**src/logic/standby_pkg.sv**
```systemverilog
package standby_pkg;
   // halt operand decode
   localparam logic [2:0] op_stop_all_a = 3'h0;
   localparam logic [2:0] op_stop_all_b = 3'h3;
   localparam logic [2:0] op_stop_k0 = 3'h6;
   localparam logic [2:0] op_halt_timer = 3'h5;
   localparam int op_sense_bit = 3;
   // reset values of the architected state
   localparam logic [9:0] pc_reset = 10'h000;
   localparam logic stack_pointer_reset = 1'b0;
   localparam logic [9:0] rom_data_pointer_reset = 10'h000;
   localparam logic [9:0] timer_reset = 10'h000;
   localparam logic [7:0] port_register_low_reset = 8'hFF;
   localparam logic [3:0] port_register_high_low_nibble = 4'hF;
   localparam logic [7:0] control_register_zero_reset = 8'h03;
   localparam logic [7:0] control_register_one_reset = 8'h26;
   // bit positions in control register one
   localparam int ctl1_sense0_in_bit = 0;
   localparam int ctl1_key_io_out_bit = 1;
   localparam int ctl1_sense1_led_bit = 2;
   // waits after reset release and after stop wake, in system clocks
   localparam int reset_wait_min = 246;
   localparam int reset_wait_max = 694;
   localparam int osc_growth_default = 16;
   localparam int osc_wait_default = 246;
   // the wait counter width covers the longest wait
   localparam int wait_w = 10;
   typedef enum logic [2:0] {
      st_reset, st_grow, st_wait, st_run, st_clear_timer, st_stop, st_halt
   } seq_state_t;
endpackage

```
**src/logic/wake_if.sv**
```systemverilog
interface wake_if;
   logic [3:0] operand;
   logic [3:0] key_in;
   logic [7:0] key_io_level;
   logic key_io_out_mode;
   logic [1:0] sense_in;
   logic [1:0] sense_in_mode;
   logic timer_zero;
   logic legal;
   logic precond_ok;
   logic is_stop;
   logic wake_now;
   modport decoder (input operand, input key_in, input key_io_level, input key_io_out_mode,
      input sense_in, input sense_in_mode, input timer_zero,
      output legal, output precond_ok, output is_stop, output wake_now);
   modport sequencer (output operand, output key_in, output key_io_level,
      output key_io_out_mode, output sense_in, output sense_in_mode, output timer_zero,
      input legal, input precond_ok, input is_stop, input wake_now);
endinterface

```
**src/logic/halt_operand_decoder.sv**
```systemverilog
module halt_operand_decoder
   import standby_pkg::*;
(
   wake_if.decoder w
);
   logic [2:0] mode;
   logic sense_wake;
   logic key_wake;
   assign mode = w.operand[2:0];
   // ***********************************
   // legal patterns and pin preconditions
   // ***********************************
   assign w.is_stop = (mode == op_stop_all_a) || (mode == op_stop_all_b)
      || (mode == op_stop_k0);
   assign w.legal = w.is_stop || (mode == op_halt_timer);
   // key pins must be outputs; all-high or only pin zero high
   always_comb begin
      w.precond_ok = 1'b1;
      if (w.is_stop) begin
         if (!w.key_io_out_mode) begin
            w.precond_ok = 1'b0;
         end else if (mode == op_stop_k0) begin
            w.precond_ok = (w.key_io_level == 8'h01);
         end else begin
            w.precond_ok = (w.key_io_level == 8'hFF);
         end
      end
   end
   // ***********************************
   // wake condition for the chosen mode
   // ***********************************
   assign key_wake = |w.key_in;
   // a sense pin counts only while it is an input
   assign sense_wake = w.operand[op_sense_bit] && |(w.sense_in & w.sense_in_mode);
   assign w.wake_now = w.is_stop ? (key_wake || sense_wake) : w.timer_zero;
endmodule

```
**src/logic/standby_and_reset_control.sv**
```systemverilog
// Overview of operation
// - standby only via halt with flag clear
// - wake from standby sets the status flag; a reset in standby clears it
// - halt with flag set: flag follows wake
// - wake already true: skip standby, set flag
// - reset restarts at zero, wake continues
// - operand 0110 stop, key pin zero high
// - bit three adds sense-pin wake source to stop
// - operand x101 halts until timer zero
// - illegal operand or precondition, flag clear, resets system
// - stop first clears a counting timer and output flag
// - stop wake waits, re-stops if wake gone
// - reset pin low halts oscillator, grounds crystal
// - count 246..694 clocks before running
// - power-on clear pulls reset pin low
// - reset loads documented architected values
// - standby reset keeps accumulator and registers
// - rotate-zero and stack faults reset internally
// - high port nibble samples keys, low ones
// - halt keeps clock, stop kills oscillator
module standby_and_reset_control
   import standby_pkg::*;
#(
   parameter int reset_wait_cycles = reset_wait_min,
   parameter int osc_growth_cycles = osc_growth_default,
   parameter int osc_wait_cycles = osc_wait_default
)
(
   input wire logic clk_sys_in,
   input wire logic reset_n_in,
   input wire logic reset_pin_in,
   input wire logic power_on_clear_in,
   input wire logic halt_exec_in,
   input wire logic [3:0] halt_operand_in,
   input wire logic rotate_left_zero_instruction_in,
   input wire logic acc_zero_in,
   input wire logic stack_fault_in,
   input wire logic [3:0] key_in,
   input wire logic [7:0] key_io_level_in,
   input wire logic [7:0] control_register_one_in,
   input wire logic [1:0] sense_in,
   input wire logic timer_zero_in,
   input wire logic timer_counting_in,
   output logic reset_pin_out,
   output logic reset_pin_oe_n_out,
   output logic cpu_reset_out,
   output logic cpu_run_out,
   output logic osc_enable_out,
   output logic crystal_ground_out,
   output logic timer_clear_out,
   output logic status_flag_out,
   output logic carry_flag_clear_out,
   output logic resume_next_out,
   output logic [9:0] pc_load_value_out,
   output logic stack_pointer_reset_out,
   output logic [9:0] rom_data_pointer_reset_out,
   output logic [9:0] timer_reset_out,
   output logic [7:0] port_register_low_reset_out,
   output logic [7:0] port_register_high_reset_out,
   output logic [7:0] control_register_zero_reset_out,
   output logic [7:0] control_register_one_reset_out,
   output logic keep_registers_out
);
   // elaboration checks: every load must fit the shared wait counter
   if (reset_wait_cycles < reset_wait_min || reset_wait_cycles > reset_wait_max) begin : g_rwait
      $error("reset wait out of range");
   end
   if (osc_growth_cycles < 1 || osc_growth_cycles >= (1 << wait_w)) begin : g_growth
      $error("growth count out of range");
   end
   if (osc_wait_cycles < 1 || osc_wait_cycles >= (1 << wait_w)) begin : g_owait
      $error("wait count out of range");
   end

   localparam logic [wait_w-1:0] reset_wait_load = wait_w'(reset_wait_cycles - 1);
   localparam logic [wait_w-1:0] growth_load = wait_w'(osc_growth_cycles - 1);
   localparam logic [wait_w-1:0] wait_load = wait_w'(osc_wait_cycles - 1);

   // ***********************************
   // reset synchroniser
   // ***********************************
   logic rst_meta_r;
   logic rst_sync_n_r;
   // two flops; the first is read only by the second
   always_ff @(posedge clk_sys_in or negedge reset_n_in) begin
      if (!reset_n_in) begin
         rst_meta_r <= 1'b0;
         rst_sync_n_r <= 1'b0;
      end else begin
         rst_meta_r <= 1'b1;
         rst_sync_n_r <= rst_meta_r;
      end
   end

   // ***********************************
   // operand decode
   // ***********************************
   wake_if w();
   assign w.key_in = key_in;
   assign w.key_io_level = key_io_level_in;
   assign w.key_io_out_mode = control_register_one_in[ctl1_key_io_out_bit];
   assign w.sense_in = sense_in;
   assign w.sense_in_mode = {~control_register_one_in[ctl1_sense1_led_bit],
      control_register_one_in[ctl1_sense0_in_bit]};
   assign w.timer_zero = timer_zero_in;

   halt_operand_decoder u_dec (
      .w(w)
   );

   // ***********************************
   // state and reset sources
   // ***********************************
   seq_state_t state_r;
   seq_state_t state_nxt;
   logic [wait_w-1:0] cnt_r;
   logic [wait_w-1:0] cnt_nxt;
   logic flag_r;
   logic flag_nxt;
   logic stop_mode_r;
   logic resume_r;
   logic keep_r;
   logic internal_reset;
   logic ext_reset;
   logic in_standby;
   logic halt_take;
   logic [3:0] operand_r;

   // pin low or power-on clear holds everything in reset
   assign ext_reset = !reset_pin_in || power_on_clear_in;
   assign halt_take = (state_r == st_run) && halt_exec_in;
   // operand is valid only with the strobe; standby decodes the held copy
   assign w.operand = halt_take ? halt_operand_in : operand_r;

   // keep the taken operand so the wake source cannot drift in standby
   always_ff @(posedge clk_sys_in or negedge rst_sync_n_r) begin
      if (!rst_sync_n_r) begin
         operand_r <= 4'h0;
      end else if (halt_take) begin
         operand_r <= halt_operand_in;
      end
   end
   assign internal_reset = (halt_take && !flag_r && (!w.legal || !w.precond_ok))
      || ((state_r == st_run) && rotate_left_zero_instruction_in && acc_zero_in)
      || ((state_r == st_run) && stack_fault_in);
   assign in_standby = (state_r == st_stop) || (state_r == st_halt)
      || (state_r == st_clear_timer);

   // sequencer next state
   always_comb begin
      state_nxt = state_r;
      cnt_nxt = cnt_r;
      flag_nxt = flag_r;
      unique case (state_r)
         st_reset: begin
            // the count starts when the pin rises
            cnt_nxt = reset_wait_load;
            if (!ext_reset) begin
               state_nxt = st_wait;
            end
         end
         st_grow: begin
            if (cnt_r == '0) begin
               cnt_nxt = wait_load;
               state_nxt = st_wait;
            end else begin
               cnt_nxt = cnt_r - 1'b1;
            end
         end
         st_wait: begin
            if (cnt_r != '0) begin
               cnt_nxt = cnt_r - 1'b1;
            end else if (stop_mode_r && !w.wake_now) begin
               state_nxt = st_stop;
            end else begin
               if (stop_mode_r) begin
                  flag_nxt = 1'b1;
               end
               state_nxt = st_run;
            end
         end
         st_run: begin
            if (halt_exec_in) begin
               if (flag_r) begin
                  flag_nxt = w.wake_now;
               end else if (w.legal && w.precond_ok) begin
                  if (w.wake_now) begin
                     flag_nxt = 1'b1;
                  end else if (!w.is_stop) begin
                     state_nxt = st_halt;
                  end else if (timer_counting_in) begin
                     state_nxt = st_clear_timer;
                  end else begin
                     state_nxt = st_stop;
                  end
               end
            end
         end
         st_clear_timer: begin
            state_nxt = st_stop;
         end
         st_stop: begin
            if (w.wake_now) begin
               cnt_nxt = growth_load;
               state_nxt = st_grow;
            end
         end
         st_halt: begin
            if (w.wake_now) begin
               flag_nxt = 1'b1;
               state_nxt = st_run;
            end
         end
      endcase
      if (ext_reset || internal_reset) begin
         state_nxt = st_reset;
         flag_nxt = 1'b0;
      end
   end

   // sequencer registers
   always_ff @(posedge clk_sys_in or negedge rst_sync_n_r) begin
      if (!rst_sync_n_r) begin
         state_r <= st_reset;
         cnt_r <= '0;
         flag_r <= 1'b0;
      end else begin
         state_r <= state_nxt;
         cnt_r <= cnt_nxt;
         flag_r <= flag_nxt;
      end
   end

   // remember which standby was taken, for the wait exit
   always_ff @(posedge clk_sys_in or negedge rst_sync_n_r) begin
      if (!rst_sync_n_r) begin
         stop_mode_r <= 1'b0;
      end else if (state_nxt == st_reset) begin
         stop_mode_r <= 1'b0;
      end else if (state_r == st_clear_timer || (state_r == st_run && state_nxt == st_stop)) begin
         stop_mode_r <= 1'b1;
      end else if (state_nxt == st_run) begin
         stop_mode_r <= 1'b0;
      end
   end

   // resume point: zero after reset, next instruction after wake
   always_ff @(posedge clk_sys_in or negedge rst_sync_n_r) begin
      if (!rst_sync_n_r) begin
         resume_r <= 1'b0;
      end else if (state_nxt == st_reset) begin
         resume_r <= 1'b0;
      end else if (in_standby) begin
         resume_r <= 1'b1;
      end else if (state_r == st_run) begin
         resume_r <= 1'b0;
      end
   end

   // a reset caught in standby preserves the register file
   always_ff @(posedge clk_sys_in or negedge rst_sync_n_r) begin
      if (!rst_sync_n_r) begin
         keep_r <= 1'b0;
      end else if (state_r != st_reset && state_nxt == st_reset) begin
         keep_r <= in_standby && ext_reset;
      end
   end

   // high port nibble takes the key levels while in reset
   logic [3:0] key_sample_r;
   always_ff @(posedge clk_sys_in or negedge rst_sync_n_r) begin
      if (!rst_sync_n_r) begin
         key_sample_r <= 4'h0;
      end else if (state_r == st_reset) begin
         key_sample_r <= key_in;
      end
   end

   // ***********************************
   // outputs
   // ***********************************
   // pin driven low only while power-on clear asserts
   assign reset_pin_out = 1'b0;
   assign reset_pin_oe_n_out = !power_on_clear_in;
   assign cpu_reset_out = (state_r == st_reset);
   assign cpu_run_out = (state_r == st_run);
   // oscillator dead in reset and stop; halt keeps it alive
   assign osc_enable_out = !(state_r == st_reset || state_r == st_stop);
   assign crystal_ground_out = !osc_enable_out;
   assign timer_clear_out = (state_r == st_clear_timer) || (state_r == st_reset);
   assign status_flag_out = flag_r;
   assign carry_flag_clear_out = (state_r == st_reset);
   assign resume_next_out = resume_r;
   assign pc_load_value_out = pc_reset;
   assign stack_pointer_reset_out = stack_pointer_reset;
   assign rom_data_pointer_reset_out = rom_data_pointer_reset;
   assign timer_reset_out = timer_reset;
   assign port_register_low_reset_out = port_register_low_reset;
   assign port_register_high_reset_out = {key_sample_r, port_register_high_low_nibble};
   assign control_register_zero_reset_out = control_register_zero_reset;
   assign control_register_one_reset_out = control_register_one_reset;
   assign keep_registers_out = keep_r;
endmodule

```
**config.mk**
```make
export PLATFORM = sky130hd
export DESIGN_NAME = standby_and_reset_control
export DESIGN_NICKNAME = d
export VERILOG_FILES = /design/src/logic/standby_pkg.sv /design/src/logic/wake_if.sv /design/src/logic/halt_operand_decoder.sv /design/src/logic/standby_and_reset_control.sv
export SDC_FILE = /design/constraint.sdc
export NUM_CORES = 1
export LEC_CHECK = 0
export BUFFER_PORTS_ARGS = -buffer_cell sky130_fd_sc_hd__buf_2
export CAP_MARGIN = 20
export CORE_UTILIZATION = 44
export CTS_BUF_LIST = sky130_fd_sc_hd__clkbuf_2 sky130_fd_sc_hd__clkbuf_4 sky130_fd_sc_hd__clkbuf_8
export CTS_CLUSTER_SIZE = 14
export DETAILED_ROUTE_END_ITERATION = 8
export PLACE_DENSITY = 0.79
export SLEW_MARGIN = 25
export SYNTH_ARGS = -nofsm -noshare
export SYNTH_HDL_FRONTEND = slang
export SYNTH_SLANG_ARGS = --single-unit
```
**constraint.sdc**
```tcl
create_clock -name clk_sys_in -period 1.45 [get_ports clk_sys_in]
set_clock_uncertainty 0.05 [all_clocks]
set_input_delay 0.2175 -clock clk_sys_in [delete_from_list [all_inputs] [get_ports clk_sys_in]]
set_output_delay 0.2175 -clock clk_sys_in [all_outputs]
set_load 0.02 [all_outputs]
```
==> Yosys cells after proc, flatten, opt, wreduce, memory -nomap -nowiden <==
Cells that the tools add are included.
{ "word_totals": {"register_bits": 27, "input_bits": 36, "output_inout_bits": 74, "wordCells": 119} }
{ "classes": {"add_sub_neg": 1, "eq_ne": 20, "mux": 39, "bitwise": 2, "reduce_logical": 47} }
{ "op_table": {"columns": ["op", "count"], "rows": [
  ["$pmux W10 S4", 1],
  ["$mux W3", 11],
  ["$mux W10", 3],
  ["$pmux W3 S7", 1],
  ["$mux W1", 20],
  ["$eq A3 B3 Y1 const B", 6],
  ["$logic_or A1 B1 Y1", 14],
  ["$eq A3 B2 Y1 const B", 4],
  ["$logic_and A1 B1 Y1", 12],
  ["$logic_not A10 Y1", 1],
  ["$reduce_bool A10 Y1", 1],
  ["$sub A10 B1 Y10 const B", 1],
  ["$logic_not A3 Y1", 3],
  ["$ne A3 B3 Y1 const B", 3],
  ["$reduce_bool A3 Y1", 3],
  ["$eq A8 B1 Y1 const B", 1],
  ["$eq A8 B8 Y1 const B", 1],
  ["$reduce_bool A4 Y1", 2],
  ["$logic_not A1 Y1", 7],
  ["$ne A3 B2 Y1 const B", 2],
  ["$reduce_and A6 Y1", 1],
  ["$mux W4", 1],
  ["$ne A2 B2 Y1 const B", 2],
  ["$reduce_or A4 Y1", 1],
  ["other kinds (7)", 7]
]} }

==> Longest topological paths before layout <==
Gate-level depths: netlist (run 1).
{ "depth": {"word_depth": 19, "depth_mapped": 10, "ltp_nobuf": 9} }

==> Modules after synthesis <==
Synthesis (run 1) repeated with hierarchy kept, for this count alone.
{ "unflattened": {"hier_cells": 265, "hier_area_um2": 2272.2} }
{ "modules_own_cells": {"columns": ["mod", "n_inst", "cells_per_inst", "area_each_um2", "seq_area_each_um2"], "rows": [
  ["standby_and_reset_control", 1, 246, 2143.3, 675.6],
  ["halt_operand_decoder", 1, 19, 128.9, 0.0]
]} }

==> Worst setup path after synthesis (run 1) <==
Ideal clock, no wire load.
{ "synth_path": {"path_kind": "reg2reg", "start": "register state_r[1]", "end": "register stop_mode_r", "setup_time_ns": 0.126, "t_arrival_ns": 1.914, "t_required_ns": 1.274, "setup_slack_ns": -0.640, "path_stages_with_launch": 9, "n_path_buf": 1, "synth_period_minus_slack_ns": 2.090, "path_cell_list": "dfrtp_1 and4b_1 buf_6 a211o_4 nand2_4 nor3_1 a221o_1 o21a_1 o311a_1"} }
{ "synth_between": {"elab_chain_len": 19, "elab_cells_between_ends": 57, "classes_between": "11 x eq/ne; 20 x mux; 26 x reduce/logical"} }
{ "synth_lines": {"columns": ["element", "line", "source"], "rows": [
  ["start, declared", "standby_and_reset_control.sv:114", "seq_state_t state_r;"],
  ["start signal, assigned", "standby_and_reset_control.sv:224", "state_r <= st_reset;"],
  ["start signal, assigned", "standby_and_reset_control.sv:228", "state_r <= state_nxt;"],
  ["branches (longest 19 deep; another with $pmux W3 S7)", null, null],
  ["end signal, assigned", "standby_and_reset_control.sv:237", "stop_mode_r <= 1'b0;"],
  ["end signal, assigned", "standby_and_reset_control.sv:239", "stop_mode_r <= 1'b0;"],
  ["end signal, assigned", "standby_and_reset_control.sv:241", "stop_mode_r <= 1'b1;"],
  ["end, declared", "standby_and_reset_control.sv:120", "logic stop_mode_r;"]
]} }
Several ways; the timed one is not identified.
A chain may end at the register's enable or synchronous reset.

==> Worst setup path in the final report (run 1) <==
{ "layout_path": {"start": "register state_r[2]", "end": "register stop_mode_r"} }
The elaborated chain is that of the path after synthesis.

==> impl_metrics.toml, run 1 <==
[run_status]
status = "finished, violations left"
violations = "negative setup slack"

[cts]
clock_latency_ps = 290
numClockSinks = 27
cts.reportedPaths.clkPinSlew_ps = 110
root_buffer = "clkbuf_8"
cts_tree = "yes"
cts_buffer_depth = 2
cts_made_buffers = 3
htreeDepth = 1

[setup_path]
crit_arrival_ps = 2330
crit_type = "reg -> reg"
cp-start-kind = "flip-flop"
startpoint = "state_r[2]"
crit_required_ps = 1570
crit_fanout = 7
crit_path_end_kind = "flip-flop"
r2r-start = "state_r[2]"

[global_route]
grt_pass1_vias = 2133
grt_use_met3_pct = 2.677
grt_use_met2_pct = 40.14
grt_busiest_layer = "met2"
grtUsageMet1_pct = 26.59
grt_use_total_pct = 22.09
antenna_found_initial = 0
grt_pass1_wl_um = 9542
overflow = 0
grt_max_degree = 26

[routing]
drtIter0Drc = 90
first_pass_iters = 4
wl_um = 6566
antenna_left = 0
num_vias = 2381
wl_per_cell_um = 13.94
post-route-drc-count = 0
routed_via_density = 5.055

[synthesis]
async_reset_ff_share_pct = 100.0
post_synth_num_cell_types = 53
yosysMostFrequentCell = "buf_4"
synth_largest_area_cell = "dfrtp_1"
synth_seq_area_share_pct = 29.03
ys_ff_latch = 27
synth_area_leaders = "dfrtp_1 29%, buf_4 20%, nand2_1 6.3%, o21ai_0 3.7%, a21oi_1 3.4%"
synth_edf_count = 0
yosys_warnings = 0
netlist_area_um2 = 2327
synthCells = 287
synth.top_cell.area_share_pct = 29.03
ys.flop_type = "dfrtp_1"
yosys-top-cells-count = "61 x buf_4, 39 x nand2_1, 27 x dfrtp_1"
syn-mean-instance-area_um2 = 8.109

[sta]
fmax_ghz = 0.4514
min_period_ps = 2215
fin_crit_sh_pct = 152.8
final_max_slew_viol_count = 0
relSlewSlack_pct = 66.29
holdWs_ps = 76.25
rsz0062_at_grt = "yes"
setup_viol = 27
worstMarginPinSlew_ps = 502.2
hold_violations = 0
setup_slack_ps = -765.4

[place]
globalplace.congestion = 0.9134
placed_area_um2 = 2823
dp_worst_setup_slack_ps = -715.8
port_buffers = 44
placedCellCount = 450
place_hpwl_um = 4288

[floorplan]
start_util_pct = 45.57
io_pins = 110
coreArea_um2 = 5107
die-area_um2 = 5584
rows = 26
dieWidth_um = 74.73
die_y_um = 74.73

[power]
power-per-cell-area_nw_per_um2 = 662.1
ir_drop_mv = 0.3452
p_leak_nw = 1.647

[cells_and_area]
layout.nets = 440
drive_gt1_share_pct = 43.89
fillCellCount = 409
n_antenna_cell = 0
final_area_um2 = 3312
layout.cells.non_filler = 471
fin_util_pct = 64.85
syn_to_final_growth_pct = 42.31

[job]
maxCapViolCount = 0

[hold_path]
hold_path.class = "in -> reg"
min_from = "key_in[0]"
power by group:
part / switching, W / internal (W) / leakage, nW / total, W
registers: 0.0000372 / 0.000804 / 0.326 / 0.000842
clock network: 0.000271 / 0.000196 / 0.0217 / 0.000468
logic: 0.000552 / 0.000331 / 1.30 / 0.000884
cells by family after synthesis:
| logic type | Yosys count | share of synthesized area, % |
|---|---|---|
| AO/OA/AOI/OAI | 69 | 21.56 |
| XOR/XNOR | 2 | 0.7528 |
| adder cells (fa/ha/maj) | 2 | 1.075 |
| buffers and inverters | 81 | 23.28 |
| flip-flops | 27 | 29.03 |
| multiplexers | 4 | 1.720 |
| other | 2 | 0.3227 |
| AND/OR/NAND/NOR | 100 | 22.26 |
layer usage:
layer / share of wire, % / up-vias / wire [um]
met2: 52 / 96 / 3403
li1: - / 1116 / -
met3: 3.7 / 17 / 245
met1: 42 / 1152 / 2733
met5: 0 / - / 0
met4: 2.8 / 0 / 182
through the flow:
| stage | power, W | setup TNS (ps) |
|---|---|---|
| CTS | 0.002089 | -12060 |
| finish | 0.002193 | -14030 |
| global placement | 0.001567 | -10080 |
| floorplan | 0.001446 | -7479 |
| detailed placement | 0.001583 | -10960 |
| global route | 0.002299 | -15890 |
area by class of cell:
type | instances | area, um2 | area share, %
multi-input cells | 238 | 1603 | 48.39
inverters | 14 | 56.30 | 1.700
flip-flops and latches | 27 | 675.6 | 20.40
clock buffers | 3 | 41.29 | 1.247
clock inverters | 1 | 7.507 | 0.2267
well taps | 70 | 87.58 | 2.645
repair buffers | 118 | 840.8 | 25.39
worst max-delay path, stage by stage, from the launching register on:
cell      delay [ps]
dfrtp_1          410
nand4b_4         290
a211o_4          410
nand2_4          100
nor3_1            60
a221o_1          270
o21a_1           190
o311a_1          330
final timing paths:
| check | endpoint | cells after the start | slack (ps) |
|---|---|---|---|
| setup / recovery | stop_mode_r | 7 | -770 |
| hold / removal | key_sample_r[0] | 3 | 80 |
| setup reg to reg | stop_mode_r | 7 | -770 |
| hold reg to reg | cnt_r[2] | 1 | 180 |
| max in group asynchronous | status_flag_out | 1 | 900 |
| min in group asynchronous | cnt_r[2] | 1 | 180 |
placed cells by master, fill, tap and decap left out, types with 2 or more instances in the layout:
| cell type | Yosys | layout |
|---|---|---|
| buf_4 | 61 | 62 |
| conb_1 | 2 | 61 |
| buf_2 | 1 | 42 |
| nand2_1 | 39 | 36 |
| dfrtp_1 | 27 | 27 |
| buf_6 | 1 | 12 |
| inv_1 | 14 | 10 |
| o21ai_0 | 17 | 9 |
| nand3_1 | 11 | 9 |
| a21oi_2 | 1 | 9 |
| o21ai_1 | 3 | 8 |
| nand2b_1 | 7 | 7 |
| a21oi_1 | 16 | 7 |
| nor3_1 | 9 | 6 |
| nor2_1 | 11 | 6 |
| nor2_4 | 0 | 4 |
| inv_2 | 0 | 3 |
| mux2i_1 | 4 | 3 |
| o211ai_1 | 3 | 3 |
| nor4_1 | 5 | 3 |
| o21ai_4 | 1 | 3 |
| o21a_1 | 3 | 3 |
| nand2_2 | 0 | 3 |
| a22o_1 | 3 | 3 |
| clkbuf_8 | 0 | 3 |
| and3_1 | 3 | 2 |
| nand3_2 | 0 | 2 |
| a21o_1 | 3 | 2 |
| a22oi_1 | 2 | 2 |
| and3b_1 | 2 | 2 |
| a211o_4 | 1 | 2 |
| nor3_4 | 0 | 2 |
| nand4_1 | 2 | 2 |
| clkinvlp_4 | 0 | 2 |
| o22ai_1 | 2 | 2 |
| nor4_2 | 0 | 2 |
| ha_1 | 2 | 2 |
flip-flops by register name (all words and copies together) (netlist names):
register and count:
cnt_r 10, key_sample_r 4, operand_r 4, state_r 3, keep_registers_out 1, resume_next_out 1
rst_meta_r 1, rst_sync_n_r 1, status_flag_out 1, stop_mode_r 1
repair_timing:
action,CTS,global route
resized for setup,37,33
endpoints found under the hold margin,2,0
buffers inserted,9,10
setup endpoints to repair,27,27
hold buffers,1,0
pin swaps,14,20
Note: power is estimated with default switching activity, not from simulation.
==> run 2: changes to the inputs <==
RECOVER_POWER = 25   (was default)
==> impl_metrics.toml, run 2 (same netlist as run 1, synthesis figures left out) <==
[cells_and_area]
n_antenna_cell = 0
syn_to_final_growth_pct = 42.15
largest-register = "cnt_r"
seq_area_um2 = 675.6
layout.nets = 440
final_cell_mix = "61 x conb_1, 61 x buf_4, 41 x buf_2, 36 x nand2_1, 27 x dfrtp_1"
fillCellCount = 411
multi_input_area_um2 = 1603
top_regs = "cnt_r: 10 flops, key_sample_r: 4 flops, operand_r: 4 flops"
layout.cells.non_filler = 471
largest_reg_flops = 10
drive_gt1_share_pct = 43.64

[power]
p_leak_nw = 1.644
p_sw_share_pct = 39.29
finalPower_w = 0.002192
intPower_w = 0.001331
p_switching_w = 0.0008610
power-per-cell-area_nw_per_um2 = 662.5
clkPwrFrac_pct = 21.3
combPwrFrac_pct = 40.3
p_seq_share_pct = 38.4
ir_drop_mv = 0.3452

[sta]
setup_slack_ps = -765.4
min_period_ps = 2215
rsz0062_at_grt = "yes"
fmax_ghz = 0.4514
setup_viol = 27
final_max_slew_viol_count = 0
worstMarginPinSlew_ps = 688.4
relSlewSlack_pct = 54.11
hold_violations = 0
fin_crit_sh_pct = 152.8

[cts]
htreeDepth = 1
root_buffer = "clkbuf_8"
cts_made_buffers = 3
cts_buffer_depth = 2
cts_tree = "yes"
clock_latency_ps = 290
cts.reportedPaths.clkPinSlew_ps = 110
numClockSinks = 27

[job]
maxCapViolCount = 0

[place]
place_hpwl_um = 4288
port_buffers = 44
dp_worst_setup_slack_ps = -715.8
globalplace.congestion = 0.9134
placedCellCount = 450

[setup_path]
crit_required_ps = 1570
max_stage_delay_ps = 410
cp_cell_sequence = "nand4b_4 -> a211o_4 -> nand2_4 -> nor3_1 -> a221o_1 -> o21a_1 -> o311a_1"
crit_path_top_delay_cell = "dfrtp_1"
crit_type = "reg -> reg"
cp-start-kind = "flip-flop"
crit_fanout = 7
crit_path_end_kind = "flip-flop"
crit_arrival_ps = 2330

[floorplan]
dieWidth_um = 74.73
die-area_um2 = 5584
rows = 26
coreArea_um2 = 5107
io_pins = 110
start_util_pct = 45.57
die_y_um = 74.73

[routing]
post-route-drc-count = 0
antenna_left = 0
drtIter0Drc = 90
num_vias = 2381
wl_um = 6565
routed_via_density = 5.055
first_pass_iters = 4
wl_per_cell_um = 13.94

[global_route]
grt_pass1_vias = 2133
antenna_found_initial = 0
grt_use_total_pct = 22.09
overflow = 0
grt_pass1_wl_um = 9542
grt_max_degree = 26

[hold_path]
hold_path.class = "in -> reg"

[run_status]
violations = "negative setup slack"
status = "finished, violations left"
## run 2: cell types whose count changed in the layout (fill, tap and decap cells not counted)
| cell | delta |
|---|---|
| buf_2 | -1 |
| buf_4 | -1 |
| clkbuf_1 | +1 |
| clkbuf_2 | +1 |
## run 2: critical path, delay by kind of cell, from the launching register on
family	cells	cell delay, ps
flops	1	410
compound gates	4	1200
simple gates	3	450
## run 2: cell type report
cell class / count / share of cell area [%]
multi-input combinational: 238 / 48.45
timing repair buffer: 118 / 25.30
sequential: 27 / 20.42
tap: 70 / 2.648
inverter: 14 / 1.702
clock buffer: 3 / 1.248
clock inverter: 1 / 0.2269
## run 2: routing by layer
layer	vias up	track usage [%]	share of wire (%)
met2	96	40.14	52
met5	-	0	0
met3	17	2.677	3.7
met4	0	8.386	2.8
li1	1116	-	-
met1	1152	26.59	42
## run 2: path summary, 6_finish.rpt
kind	from	endpoint	slack, ps	cells after the start
max in group asynchronous	rst_sync_n_r	status_flag_out	600	1
hold / removal	key_in[0]	key_sample_r[0]	80	3
hold reg to reg	rst_sync_n_r	cnt_r[2]	300	1
setup reg to reg	state_r[2]	stop_mode_r	-770	7
setup / recovery	state_r[2]	stop_mode_r	-770	7
min in group asynchronous	reset_n_in	rst_meta_r	190	2
## run 2: repair_timing
| action | CTS | global route |
|---|---|---|
| hold buffers | 1 | 0 |
| endpoints found under the hold margin | 2 | 0 |
| endpoints found under the setup margin | 27 | 27 |
| pin swaps | 14 | 20 |
| resized for setup | 37 | 33 |
| buffers inserted | 9 | 10 |
## run 2: stage by stage
| step | instance area, um2 | util, % | TNS, ps | hold WS (ps) |
|---|---|---|---|---|
| final | 3308 | 64.77 | -14030 | 76.25 |
| after global routing | 3308 | 64.77 | -15890 | 79.11 |
| after CTS | 3119 | 61.07 | -12060 | 84.07 |
| after detailed placement | 2823 | 55.27 | -10960 | -44.80 |
| after global placement | 2823 | 55.27 | -10080 | -46.61 |
| after floorplan | 2584 | - | -7479 | -128.1 |
## run 2: power groups by stage
stage	sequential (W)	clock (W)	combinational [W]
after global routing	0.000848	0.000502	0.000948
final	0.000842	0.000468	0.000883
after global placement	0.000849	0	0.000718
after floorplan	0.000899	0	0.000546
after CTS	0.000838	0.000467	0.000783
after detailed placement	0.000851	0	0.000732
